## src/drive_defs.vh

```
// How it works
// - No catch: reference starts at zero, ramps.
// - Catch: reference starts at measured speed.
// - Boost scales detected speed, open-loop/sensorless.
// - Decode position modes zero to six.
// - Rigid mode always accumulates position error.
// - Non-rigid loop closes only at speed.
// - Feed-forward from reference encoder speed.
// - Position loop is proportional only.
// - Modes two and four drop feed-forward.
// - Relative jog shifts feedback at jog speed.
// - Mode five orients on stop, holds or disables.
// - Mode six also orients on enable with hold.
// - Orient first ramps to limit, same direction.
// - Then creep to 1/32 rev, zero demand.
// - Done flag when error inside window.
// - Stop mode ignored while orientation enabled.
// - Hardware enable bit mirrors enable input until routed, then holds.
// - Routed input becomes fast disable instead.
// - Fast disable acts well within 600 us.
// - Enable needs fast input AND safe torque.
// - Open-loop catch: off, all, positive, negative.
`ifndef DRIVE_DEFS_VH
`define DRIVE_DEFS_VH
`define A_CTRL       8'h00
`define A_DEMAND     8'h04
`define A_BOOST      8'h08
`define A_ORIENT     8'h0c
`define A_JOG        8'h10
`define A_GAIN       8'h14
`define A_STATUS     8'h18
`define A_SPEED      8'h1c
`define A_POSERR     8'h20
`define B_RUN        0
`define B_CCS_L      1
`define B_CCS_H      2
`define B_CL         3
`define B_FBS_L      4
`define B_FBS_H      5
`define B_HOLD       6
`define B_FDROUTE    7
`define B_FDINV      8
`define B_PM_L       9
`define B_PM_H       11
`define B_JOG        12
`define B_STOP_L     13
`define B_STOP_H     14
`define B_RAMPEN     15
`define CTRL_RST     16'h8008
`define BOOST_RST    8'h0a
`define KP_RST       8'h10
`define RSTEP_RST    8'h04
`define BOOST_MUL    32'sd205
`define BOOST_SHIFT  11
`define KP_SHIFT     4
`define NEAR_TARGET  17'd2048
`define FAST_DIS_US  600
`define STO_DIS_MS   20
`define CLK_MHZ      20
`endif

```

## src/drive_position_orient_fastdisable.v

```verilog
`timescale 1ns/100ps
`default_nettype none
`include "drive_defs.vh"
module drive_position_orient_fastdisable (
  input  wire        clk_i,
  input  wire        rst_i,
  input  wire        wb_cyc_i,
  input  wire        wb_stb_i,
  input  wire        wb_we_i,
  input  wire [7:0]  wb_adr_i,
  input  wire [3:0]  wb_sel_i,
  input  wire [31:0] wb_dat_i,
  output reg  [31:0] wb_dat_o,
  output reg         wb_ack_o,
  input  wire        sto_i,
  input  wire        dio_i,
  input  wire        at_speed_i,
  input  wire [15:0] motor_speed_i,
  input  wire [15:0] ref_enc_speed_i,
  input  wire [15:0] ref_pos_i,
  input  wire [15:0] fb_pos_i,
  output reg  [15:0] speed_ref_o,
  output reg         drive_en_o,
  output reg         orient_done_o,
  output reg         pos_loop_o
);
  localparam [5:0] ST_OFF   = 6'h01;
  localparam [5:0] ST_RUN   = 6'h02;
  localparam [5:0] ST_STOP  = 6'h04;
  localparam [5:0] ST_ORAMP = 6'h08;
  localparam [5:0] ST_CREEP = 6'h10;
  localparam [5:0] ST_HOLD  = 6'h20;

  reg        [15:0] ctrl_q;
  reg signed [15:0] dem_q;
  reg        [7:0]  boost_q;
  reg        [15:0] olim_q;
  reg        [15:0] owin_q;
  reg signed [15:0] jog_q;
  reg        [15:0] opos_q;
  reg        [7:0]  kp_q;
  reg        [7:0]  rstep_q;
  reg        [5:0]  st_q;
  reg        [5:0]  st_d;
  reg signed [15:0] spd_q;
  reg signed [15:0] spd_d;
  reg               odir_q;
  reg               odir_d;
  reg signed [23:0] pe_q;
  reg        [15:0] rprev_q;
  reg        [15:0] fprev_q;
  reg               hw_en_q;
  reg               en_in_q;
  wire              wb_req;
  wire              wb_wr;

  function signed [15:0] sat16;
    input signed [39:0] v;
    begin
      if (v > 40'sd32767)
        sat16 = 16'sh7fff;
      else if (v < -40'sd32768)
        sat16 = 16'sh8000;
      else
        sat16 = v[15:0];
    end
  endfunction

  function signed [15:0] ramp;
    input signed [15:0] cur;
    input signed [15:0] tgt;
    input        [7:0]  step;
    input               en;
    reg signed   [17:0] diff;
    begin
      diff = {{2{tgt[15]}}, tgt} - {{2{cur[15]}}, cur};
      if (!en)
        ramp = tgt;
      else if (diff > $signed({10'h000, step}))
        ramp = cur + $signed({8'h00, step});
      else if (diff < -$signed({10'h000, step}))
        ramp = cur - $signed({8'h00, step});
      else
        ramp = tgt;
    end
  endfunction

  function [16:0] mag;
    input signed [15:0] v;
    begin
      mag = v[15] ? (17'd0 - {v[15], v}) : {1'b0, v};
    end
  endfunction

  wire [1:0] ccs      = ctrl_q[`B_CCS_H:`B_CCS_L];
  wire [1:0] fbs      = ctrl_q[`B_FBS_H:`B_FBS_L];
  wire [2:0] pmode    = ctrl_q[`B_PM_H:`B_PM_L];
  wire [1:0] stopm    = ctrl_q[`B_STOP_H:`B_STOP_L];
  wire       run      = ctrl_q[`B_RUN];
  wire       hold     = ctrl_q[`B_HOLD];
  wire       ramp_en  = ctrl_q[`B_RAMPEN];
  wire       cl       = ctrl_q[`B_CL];

  // The fast path is pure gating on a sampled pin, so it acts in one cycle, far inside the bound.
  wire fd_ok = ctrl_q[`B_FDROUTE] ? (dio_i ^ ctrl_q[`B_FDINV]) : 1'b1;
  wire hw_ok = fd_ok & sto_i;

  // Mode decode.
  wire rigid    = (pmode == 3'd1) | (pmode == 3'd2);
  wire nonrigid = (pmode == 3'd3) | (pmode == 3'd4);
  wire ff_on    = (pmode == 3'd1) | (pmode == 3'd3);
  wire orient   = (pmode == 3'd5) | (pmode == 3'd6);
  wire loop_on  = rigid | (nonrigid & at_speed_i);

  wire signed [15:0] dref = ref_pos_i - rprev_q;
  wire signed [15:0] dfb  = fb_pos_i - fprev_q;
  wire signed [15:0] jstep = ctrl_q[`B_JOG] ? jog_q : 16'sh0000;
  // Non-rigid clears the error while off speed, so slip is forgotten.
  wire signed [23:0] pe_d = loop_on
    ? (pe_q + {{8{dref[15]}}, dref} - {{8{dfb[15]}}, dfb} + {{8{jstep[15]}}, jstep}) : 24'sh000000;
  // Proportional term only; without feed-forward a lag grows with speed.
  wire signed [15:0] corr = sat16(($signed({{16{pe_q[23]}}, pe_q}) * $signed({32'h0, kp_q})) >>> `KP_SHIFT);
  wire signed [15:0] ff   = ff_on ? $signed(ref_enc_speed_i) : 16'sh0000;
  wire signed [15:0] tgt  = sat16({{24{dem_q[15]}}, dem_q} + {{24{ff[15]}}, ff}
                                  + (loop_on ? {{24{corr[15]}}, corr} : 40'sh0));

  wire signed [15:0] oe    = $signed(opos_q - fb_pos_i);
  wire signed [15:0] ohold = sat16(($signed({{24{oe[15]}}, oe}) * $signed({32'h0, kp_q})) >>> `KP_SHIFT);
  wire               onear = mag(oe) < `NEAR_TARGET;
  wire               odone = mag(oe) <= {1'b0, owin_q};
  wire signed [15:0] olim  = odir_q ? -$signed(olim_q) : $signed(olim_q);

  // Speed caught at enable; boost scales detection without an encoder.
  wire               boosted = !cl | (fbs == 2'd1) | (fbs == 2'd3);
  wire signed [31:0] bprod   = $signed({{16{motor_speed_i[15]}}, motor_speed_i}) * $signed({24'h0, boost_q});
  // The product must stay signed, or the shift would fill a reverse speed with zeros.
  wire signed [15:0] bspd    = sat16(($signed({{8{bprod[31]}}, bprod}) * `BOOST_MUL) >>> `BOOST_SHIFT);
  wire signed [15:0] det     = boosted ? bspd : $signed(motor_speed_i);
  reg  signed [15:0] catch_spd;

  always @* begin
    catch_spd = 16'sh0000;
    if (cl) begin
      if (ccs != 2'd0)
        catch_spd = det;
    end else begin
      case (ccs)
        2'd1: catch_spd = det;
        2'd2: catch_spd = det[15] ? 16'sh0000 : det;
        2'd3: catch_spd = det[15] ? det : 16'sh0000;
        default: catch_spd = 16'sh0000;
      endcase
    end
  end

  always @* begin
    st_d   = st_q;
    spd_d  = spd_q;
    odir_d = odir_q;
    case (st_q)
      ST_OFF: begin
        spd_d = 16'sh0000;
        if (hw_ok & run) begin
          spd_d = catch_spd;
          if ((pmode == 3'd6) & hold) begin
            st_d   = ST_ORAMP;
            odir_d = catch_spd[15];
          end else begin
            st_d = ST_RUN;
          end
        end
      end
      ST_RUN: begin
        spd_d = ramp(spd_q, tgt, rstep_q, ramp_en);
        if (!run) begin
          if (orient) begin
            st_d   = ST_ORAMP;
            odir_d = spd_q[15];
          end else if (stopm == 2'd0) begin
            st_d = ST_OFF;
          end else begin
            st_d = ST_STOP;
          end
        end
      end
      ST_STOP: begin
        spd_d = ramp(spd_q, 16'sh0000, rstep_q, ramp_en);
        if (run)
          st_d = ST_RUN;
        else if (spd_q == 16'sh0000)
          st_d = ST_OFF;
      end
      ST_ORAMP: begin
        spd_d = ramp(spd_q, olim, rstep_q, ramp_en);
        if (spd_q == olim)
          st_d = ST_CREEP;
      end
      ST_CREEP: begin
        spd_d = olim;
        if (onear)
          st_d = ST_HOLD;
      end
      ST_HOLD: begin
        spd_d = ohold;
        // Leave only once the done flag has stood for a cycle, so it is never lost.
        if (odone & orient_done_o & run)
          st_d = ST_RUN;
        else if (odone & orient_done_o & !hold)
          st_d = ST_OFF;
      end
      default: begin
        st_d  = ST_OFF;
        spd_d = 16'sh0000;
      end
    endcase
    // Losing either enable drops the drive from any state at once.
    if (!hw_ok) begin
      st_d  = ST_OFF;
      spd_d = 16'sh0000;
    end
  end

  always @(posedge clk_i) begin
    if (rst_i) begin
      st_q          <= ST_OFF;
      spd_q         <= 16'sh0000;
      odir_q        <= 1'b0;
      pe_q          <= 24'sh000000;
      rprev_q       <= 16'h0000;
      fprev_q       <= 16'h0000;
      hw_en_q       <= 1'b0;
      en_in_q       <= 1'b0;
      speed_ref_o   <= 16'h0000;
      drive_en_o    <= 1'b0;
      orient_done_o <= 1'b0;
      pos_loop_o    <= 1'b0;
    end else begin
      st_q          <= st_d;
      spd_q         <= spd_d;
      odir_q        <= odir_d;
      pe_q          <= pe_d;
      rprev_q       <= ref_pos_i;
      fprev_q       <= fb_pos_i;
      en_in_q       <= sto_i;
      if (!ctrl_q[`B_FDROUTE])
        hw_en_q <= sto_i;
      speed_ref_o   <= spd_d;
      drive_en_o    <= (st_d != ST_OFF);
      orient_done_o <= (st_d == ST_HOLD) & odone;
      pos_loop_o    <= (st_d == ST_HOLD) | ((st_d == ST_RUN) & loop_on);
    end
  end

  // Single-cycle answer: ack rises the edge after the request and drops the next.
  assign wb_req = wb_cyc_i & wb_stb_i & !wb_ack_o;
  // Writes land at the edge where the master samples ack, as a classic cycle defines it.
  assign wb_wr  = wb_cyc_i & wb_stb_i & wb_ack_o & wb_we_i;

  always @(posedge clk_i) begin
    if (rst_i) begin
      ctrl_q   <= `CTRL_RST;
      dem_q    <= 16'sh0000;
      boost_q  <= `BOOST_RST;
      olim_q   <= 16'h0000;
      owin_q   <= 16'h0000;
      jog_q    <= 16'sh0000;
      opos_q   <= 16'h0000;
      kp_q     <= `KP_RST;
      rstep_q  <= `RSTEP_RST;
      wb_ack_o <= 1'b0;
      wb_dat_o <= 32'h00000000;
    end else begin
      wb_ack_o <= wb_req;
      if (wb_wr) begin
        case (wb_adr_i)
          `A_CTRL: begin
            if (wb_sel_i[0])
              ctrl_q[7:0] <= wb_dat_i[7:0];
            if (wb_sel_i[1])
              ctrl_q[15:8] <= wb_dat_i[15:8];
          end
          `A_DEMAND: begin
            if (wb_sel_i[0])
              dem_q[7:0] <= wb_dat_i[7:0];
            if (wb_sel_i[1])
              dem_q[15:8] <= wb_dat_i[15:8];
          end
          `A_BOOST: begin
            // Values above ten point zero are clipped rather than refused.
            if (wb_sel_i[0])
              boost_q <= (wb_dat_i[7:0] > 8'h64) ? 8'h64 : wb_dat_i[7:0];
          end
          `A_ORIENT: begin
            if (wb_sel_i[0])
              olim_q[7:0] <= wb_dat_i[7:0];
            if (wb_sel_i[1])
              olim_q[15:8] <= wb_dat_i[15:8];
            if (wb_sel_i[2])
              owin_q[7:0] <= wb_dat_i[23:16];
            if (wb_sel_i[3])
              owin_q[15:8] <= wb_dat_i[31:24];
          end
          `A_JOG: begin
            if (wb_sel_i[0])
              jog_q[7:0] <= wb_dat_i[7:0];
            if (wb_sel_i[1])
              jog_q[15:8] <= wb_dat_i[15:8];
            if (wb_sel_i[2])
              opos_q[7:0] <= wb_dat_i[23:16];
            if (wb_sel_i[3])
              opos_q[15:8] <= wb_dat_i[31:24];
          end
          `A_GAIN: begin
            if (wb_sel_i[0])
              kp_q <= wb_dat_i[7:0];
            if (wb_sel_i[1])
              rstep_q <= wb_dat_i[15:8];
          end
          default: begin
            ctrl_q <= ctrl_q;
          end
        endcase
      end
      if (wb_req & !wb_we_i) begin
        case (wb_adr_i)
          `A_CTRL:   wb_dat_o <= {16'h0000, ctrl_q};
          `A_DEMAND: wb_dat_o <= {16'h0000, dem_q};
          `A_BOOST:  wb_dat_o <= {24'h000000, boost_q};
          `A_ORIENT: wb_dat_o <= {owin_q, olim_q};
          `A_JOG:    wb_dat_o <= {opos_q, jog_q};
          `A_GAIN:   wb_dat_o <= {16'h0000, rstep_q, kp_q};
          `A_STATUS: wb_dat_o <= {18'h00000, st_q, pos_loop_o, fd_ok, hw_ok,
                                  en_in_q, hw_en_q, drive_en_o, orient_done_o, 1'b0};
          `A_SPEED:  wb_dat_o <= {16'h0000, spd_q};
          `A_POSERR: wb_dat_o <= {{8{pe_q[23]}}, pe_q};
          default:   wb_dat_o <= 32'h00000000;
        endcase
      end
    end
  end
endmodule
`default_nettype wire

```

## config.mk

```make
export PLATFORM = sky130hd
export DESIGN_NAME = drive_position_orient_fastdisable
export DESIGN_NICKNAME = d
export VERILOG_FILES = /design/src/drive_position_orient_fastdisable.v
export VERILOG_INCLUDE_DIRS = /design/src /design/src/src
export SDC_FILE = /design/constraint.sdc
export NUM_CORES = 2
export LEC_CHECK = 0
export BUFFER_PORTS_ARGS = -buffer_cell sky130_fd_sc_hd__buf_2
export CAP_MARGIN = 15
export CORE_MARGIN = 2
export CORE_UTILIZATION = 40
export DETAILED_ROUTE_END_ITERATION = 7
export SLEW_MARGIN = 20
export SYNTH_ARGS = -nofsm -noshare
export SYNTH_HDL_FRONTEND = slang
export SYNTH_SLANG_ARGS = --single-unit
```

## constraint.sdc

```tcl
create_clock -name clk_i -period 14.6 [get_ports clk_i]
set_input_delay 2.92 -clock clk_i [delete_from_list [all_inputs] [get_ports clk_i]]
set_output_delay 2.92 -clock clk_i [all_outputs]
set_load 0.02 [all_outputs]
```

==> results.md <==
* Max cap viols at 0
* Root Buffer: clkbuf_16
* Footprint of the multi-input gates at 34,100 µm²
* Number of global-route vias before repair at 36.3k
* Final Hold Viols at 0
* Cells after DPL at 6,669
* Leak at 22.5 nW
* Crit path DAT at 14.18 ns
* First-pass GRT wire length at 214 mm
* # rows at 119
* Fill count at 10.7k
* WS Path Type: reg -> reg
* Antenna Nets Post-Route at 0
* Die ar. at 109,000 µm²
* Post-synthesis cell count at 5,267
* Commonest non-fill, non-tap cells in the layout: 794 x inv_1, 553 x nand2_1, 516 x ha_1, 474 x fa_1, 345 x a21oi_1
* Post-synthesis xor/xnor area fraction at 5.83%
* Failing checks: design-rule violations
* WL final at 139 mm
* Commonest non-fill, non-tap cell in the layout: inv_1
* Hold Path Class: reg -> reg
* DR DRC count at 16
* Syn. warnings at 0
* Area delta synth->final at 7.88%
* Avg WL per Cell at 20.6 µm
* Unrepaired setup endpoints after global routing: false
* CTS Buf Count at 29
* Placed cell area at 44,800 µm²
* Buffers on Ports at 167
* Synth Cell Area at 42,600 µm²
* Slew HR at 27.7%
* Complex-gate fraction of the synthesized area at 16.7%
* Worst path max stage delay at 0.71 ns
* CP Max Fanout at 19
* H-tree levels at 1
* # IOs at 168
* Clock slew at reported path FFs at 0.06 ns
* P per Cell Area at 122 nW/µm²
* Core ar. at 105,000 µm²
* Setup Viol. Count Final at 0
* Synth Register Bits at 237
* HPWL Detailed at 114 mm
* Delay-heaviest family, CP: compound AO/OA/AOI/OAI gates
* GRT Total Usage at 25.0%
* EDFF count, synth at 0
* Part of the cycle the worst path needs at 93.6%
* Total gr overflow at 0
* Utilization after layout at 43.6%
* Slowest CP cell: dfxtp_1
* Syn_area_per_cell at 8.09 µm²
* Fmax at 73.2 MHz
* Status: finished, violations left
* Max-slew violation count at 0
* Die Y at 330 µm
* Max VDD drop at 259 µV
* Initial DRC Count at 3,196
* TritonRoute pass-1 iters at 8
* Primary FF master, synth: dfxtp_1
* Share of cells above drive strength 1 at 7.03%
* Largest net degree at the start of global routing at 89
* CTS tree: done
* Buffers & Inverters on Critical Path at 8
* Nets at 6,418
* Post-synthesis simple-gate area fraction at 18.5%
* Hold buffers post-CTS at 0
* Ys async rst share at 0%
* Clk sinks at 237
* Post-Synth Adder-Cell Area at 37.4%
* Initial Util at 40.4%
* Final Cell Area at 46,000 µm²
* Max Buffers Root-to-Sink at 3
* Clock skew at 0.0188 ns
* Tmin final at 13.67 ns
* Setup_tns at 0 ns
* Proportion of synthesized area in mux cells at 1.32%
* Initial antenna violation count at 6
* Net Count, Synth at 6,373
* Worst Tran Pin Value at 1.08 ns
* Main combinational cell family by area after synthesis: adder cells
* Sequential cell area fraction in the yosys report at 11.1%
* Final hold slack at 0.467 ns
* Finished Layout Cells at 6,731
* Vias at 37.3k
* DIE WIDTH at 330 µm
* Required @ worst endpoint at 15.12 ns
* Worst Setup Start Kind: flip-flop
* Post-synthesis cell type count at 101
* Seq. cell area at 4770 µm²
* Vias per std cell at 5.55
* Worst-Skew Late Latency at 0.59 ns
* Worst Setup End Kind: flip-flop
* GP Congestion at 0.982
==> logic make-up (layout without fill, tap and decap cells) <==
| group | Yosys count | after routing |
|---|---|---|
| compound gates | 1076 | 1076 |
| flops | 237 | 237 |
| simple gates | 1621 | 1621 |
| mux | 55 | 55 |
| other cells | 0 | 6 |
| fa+ha+maj | 990 | 990 |
| buf+inv | 1009 | 1076 |
| xor+xnor | 279 | 279 |
==> registers in the layout (all words and copies together) (netlist names) <==
register,count
fprev_q,16
dem_q,16
ctrl_q,16
wb_ack_o,1
hw_en_q,1
boost_q,8
olim_q,16
en_in_q,1
spd_q,16
drive_en_o,1
pos_loop_o,1
odir_q,1
kp_q,8
orient_done_o,1
opos_q,16
rstep_q,8
pe_q,24
owin_q,16
jog_q,16
rprev_q,16
wb_dat_o,32
st_q,6
==> Yosys cell counts, types with 11 or more instances <==
cell      count  area (µm²)
a21o_1       90         676
xor2_1       85         744
nor4_1       19         119
a31o_2       12         105
o21ai_0     163         816
fa_1        474        9490
a222oi_1     32         320
ha_1        516        6460
and2_1      300        1880
and3_1       37         231
a31oi_1      40         250
o211ai_1     25         188
nand2_1     553        2080
nand2b_1     40         250
inv_1       794        2980
o21bai_1     33         248
a22oi_1      28         210
nand4_1      27         169
o21a_1       57         428
a211o_1      17         149
buf_1        14        52.6
nand3b_1     12        90.1
clkbuf_1    174         653
mux2i_1      46         460
nor2b_1      70         438
dfxtp_1     237        4740
nor3_1       88         440
nor2_1      290        1090
o31ai_1      19         143
o21ai_1      16        80.1
a21oi_1     345        1730
a22o_1       11        96.3
or2_2        19         119
buf_2        14        70.1
a221oi_1     18         158
xnor2_1     191        1670
nand3_1     110         551
or3_1        18         113
a211oi_1     47         353
==> repair_timing <==
item,CTS,global route
gates resized for setup,0,22
setup endpoints to repair,0,16
buffers inserted,0,3
==> final cells by class <==
cell class	count	area share [%]
multi-input combinational	4021	74.2
sequential	237	10.4
inverter	796	6.50
tap	1391	3.79
timing repair buffer	227	2.82
clock buffer	33	1.70
clock inverter	20	0.572
antenna	6	0.0327
==> path summary, 6_finish.rpt <==
check        startpoint   endpoint  slack (ns)  cells after the start
max             pe_q[2]  spd_q[12]        0.93                     56
min            wb_ack_o   wb_ack_o        0.47                      1
max reg2reg     pe_q[2]  spd_q[12]        0.93                     56
min reg2reg    wb_ack_o   wb_ack_o        0.47                      1
==> worst reg2reg max path: cells and delay by family, from the launching register on <==
family                   cells  cell delay (ns)
AO/OA/AOI/OAI               24             5.90
XOR/XNOR                     1             0.17
adder cells (fa/ha/maj)     12             4.24
buffers and inverters        8             0.86
flip-flops                   1             0.71
AND/OR/NAND/NOR             11             1.73
==> report_power, final <==
group	total (mW)	leakage (nW)	switching, mW	internal [mW]
Clock	0.803	0.496	0.328	0.475
Sequential	0.652	1.93	0.00136	0.651
Combinational	4.17	20.1	2.40	1.77
Total	5.63	22.5	2.73	2.90
==> routing by layer <==
layer  routed length, µm  track usage (%)  share of wire, %
met1               64000             37.1                46
met2               60100             38.5                43
met3               11100             3.02               8.0
met4                3660             6.28               2.6
met5                  25                0             0.018
==> metrics by stage <==
stage / total power, mW / worst slack [ns]
2_1_floorplan: 3.98 / 2.10
3_3_place_gp: 4.77 / 0.419
4_1_cts: 5.64 / 0.00862
6_report: 5.63 / 0.933
3_5_place_dp: 4.81 / 0.0434
5_1_grt: 6.27 / 0.0310
(Power assumes the default switching activity.)
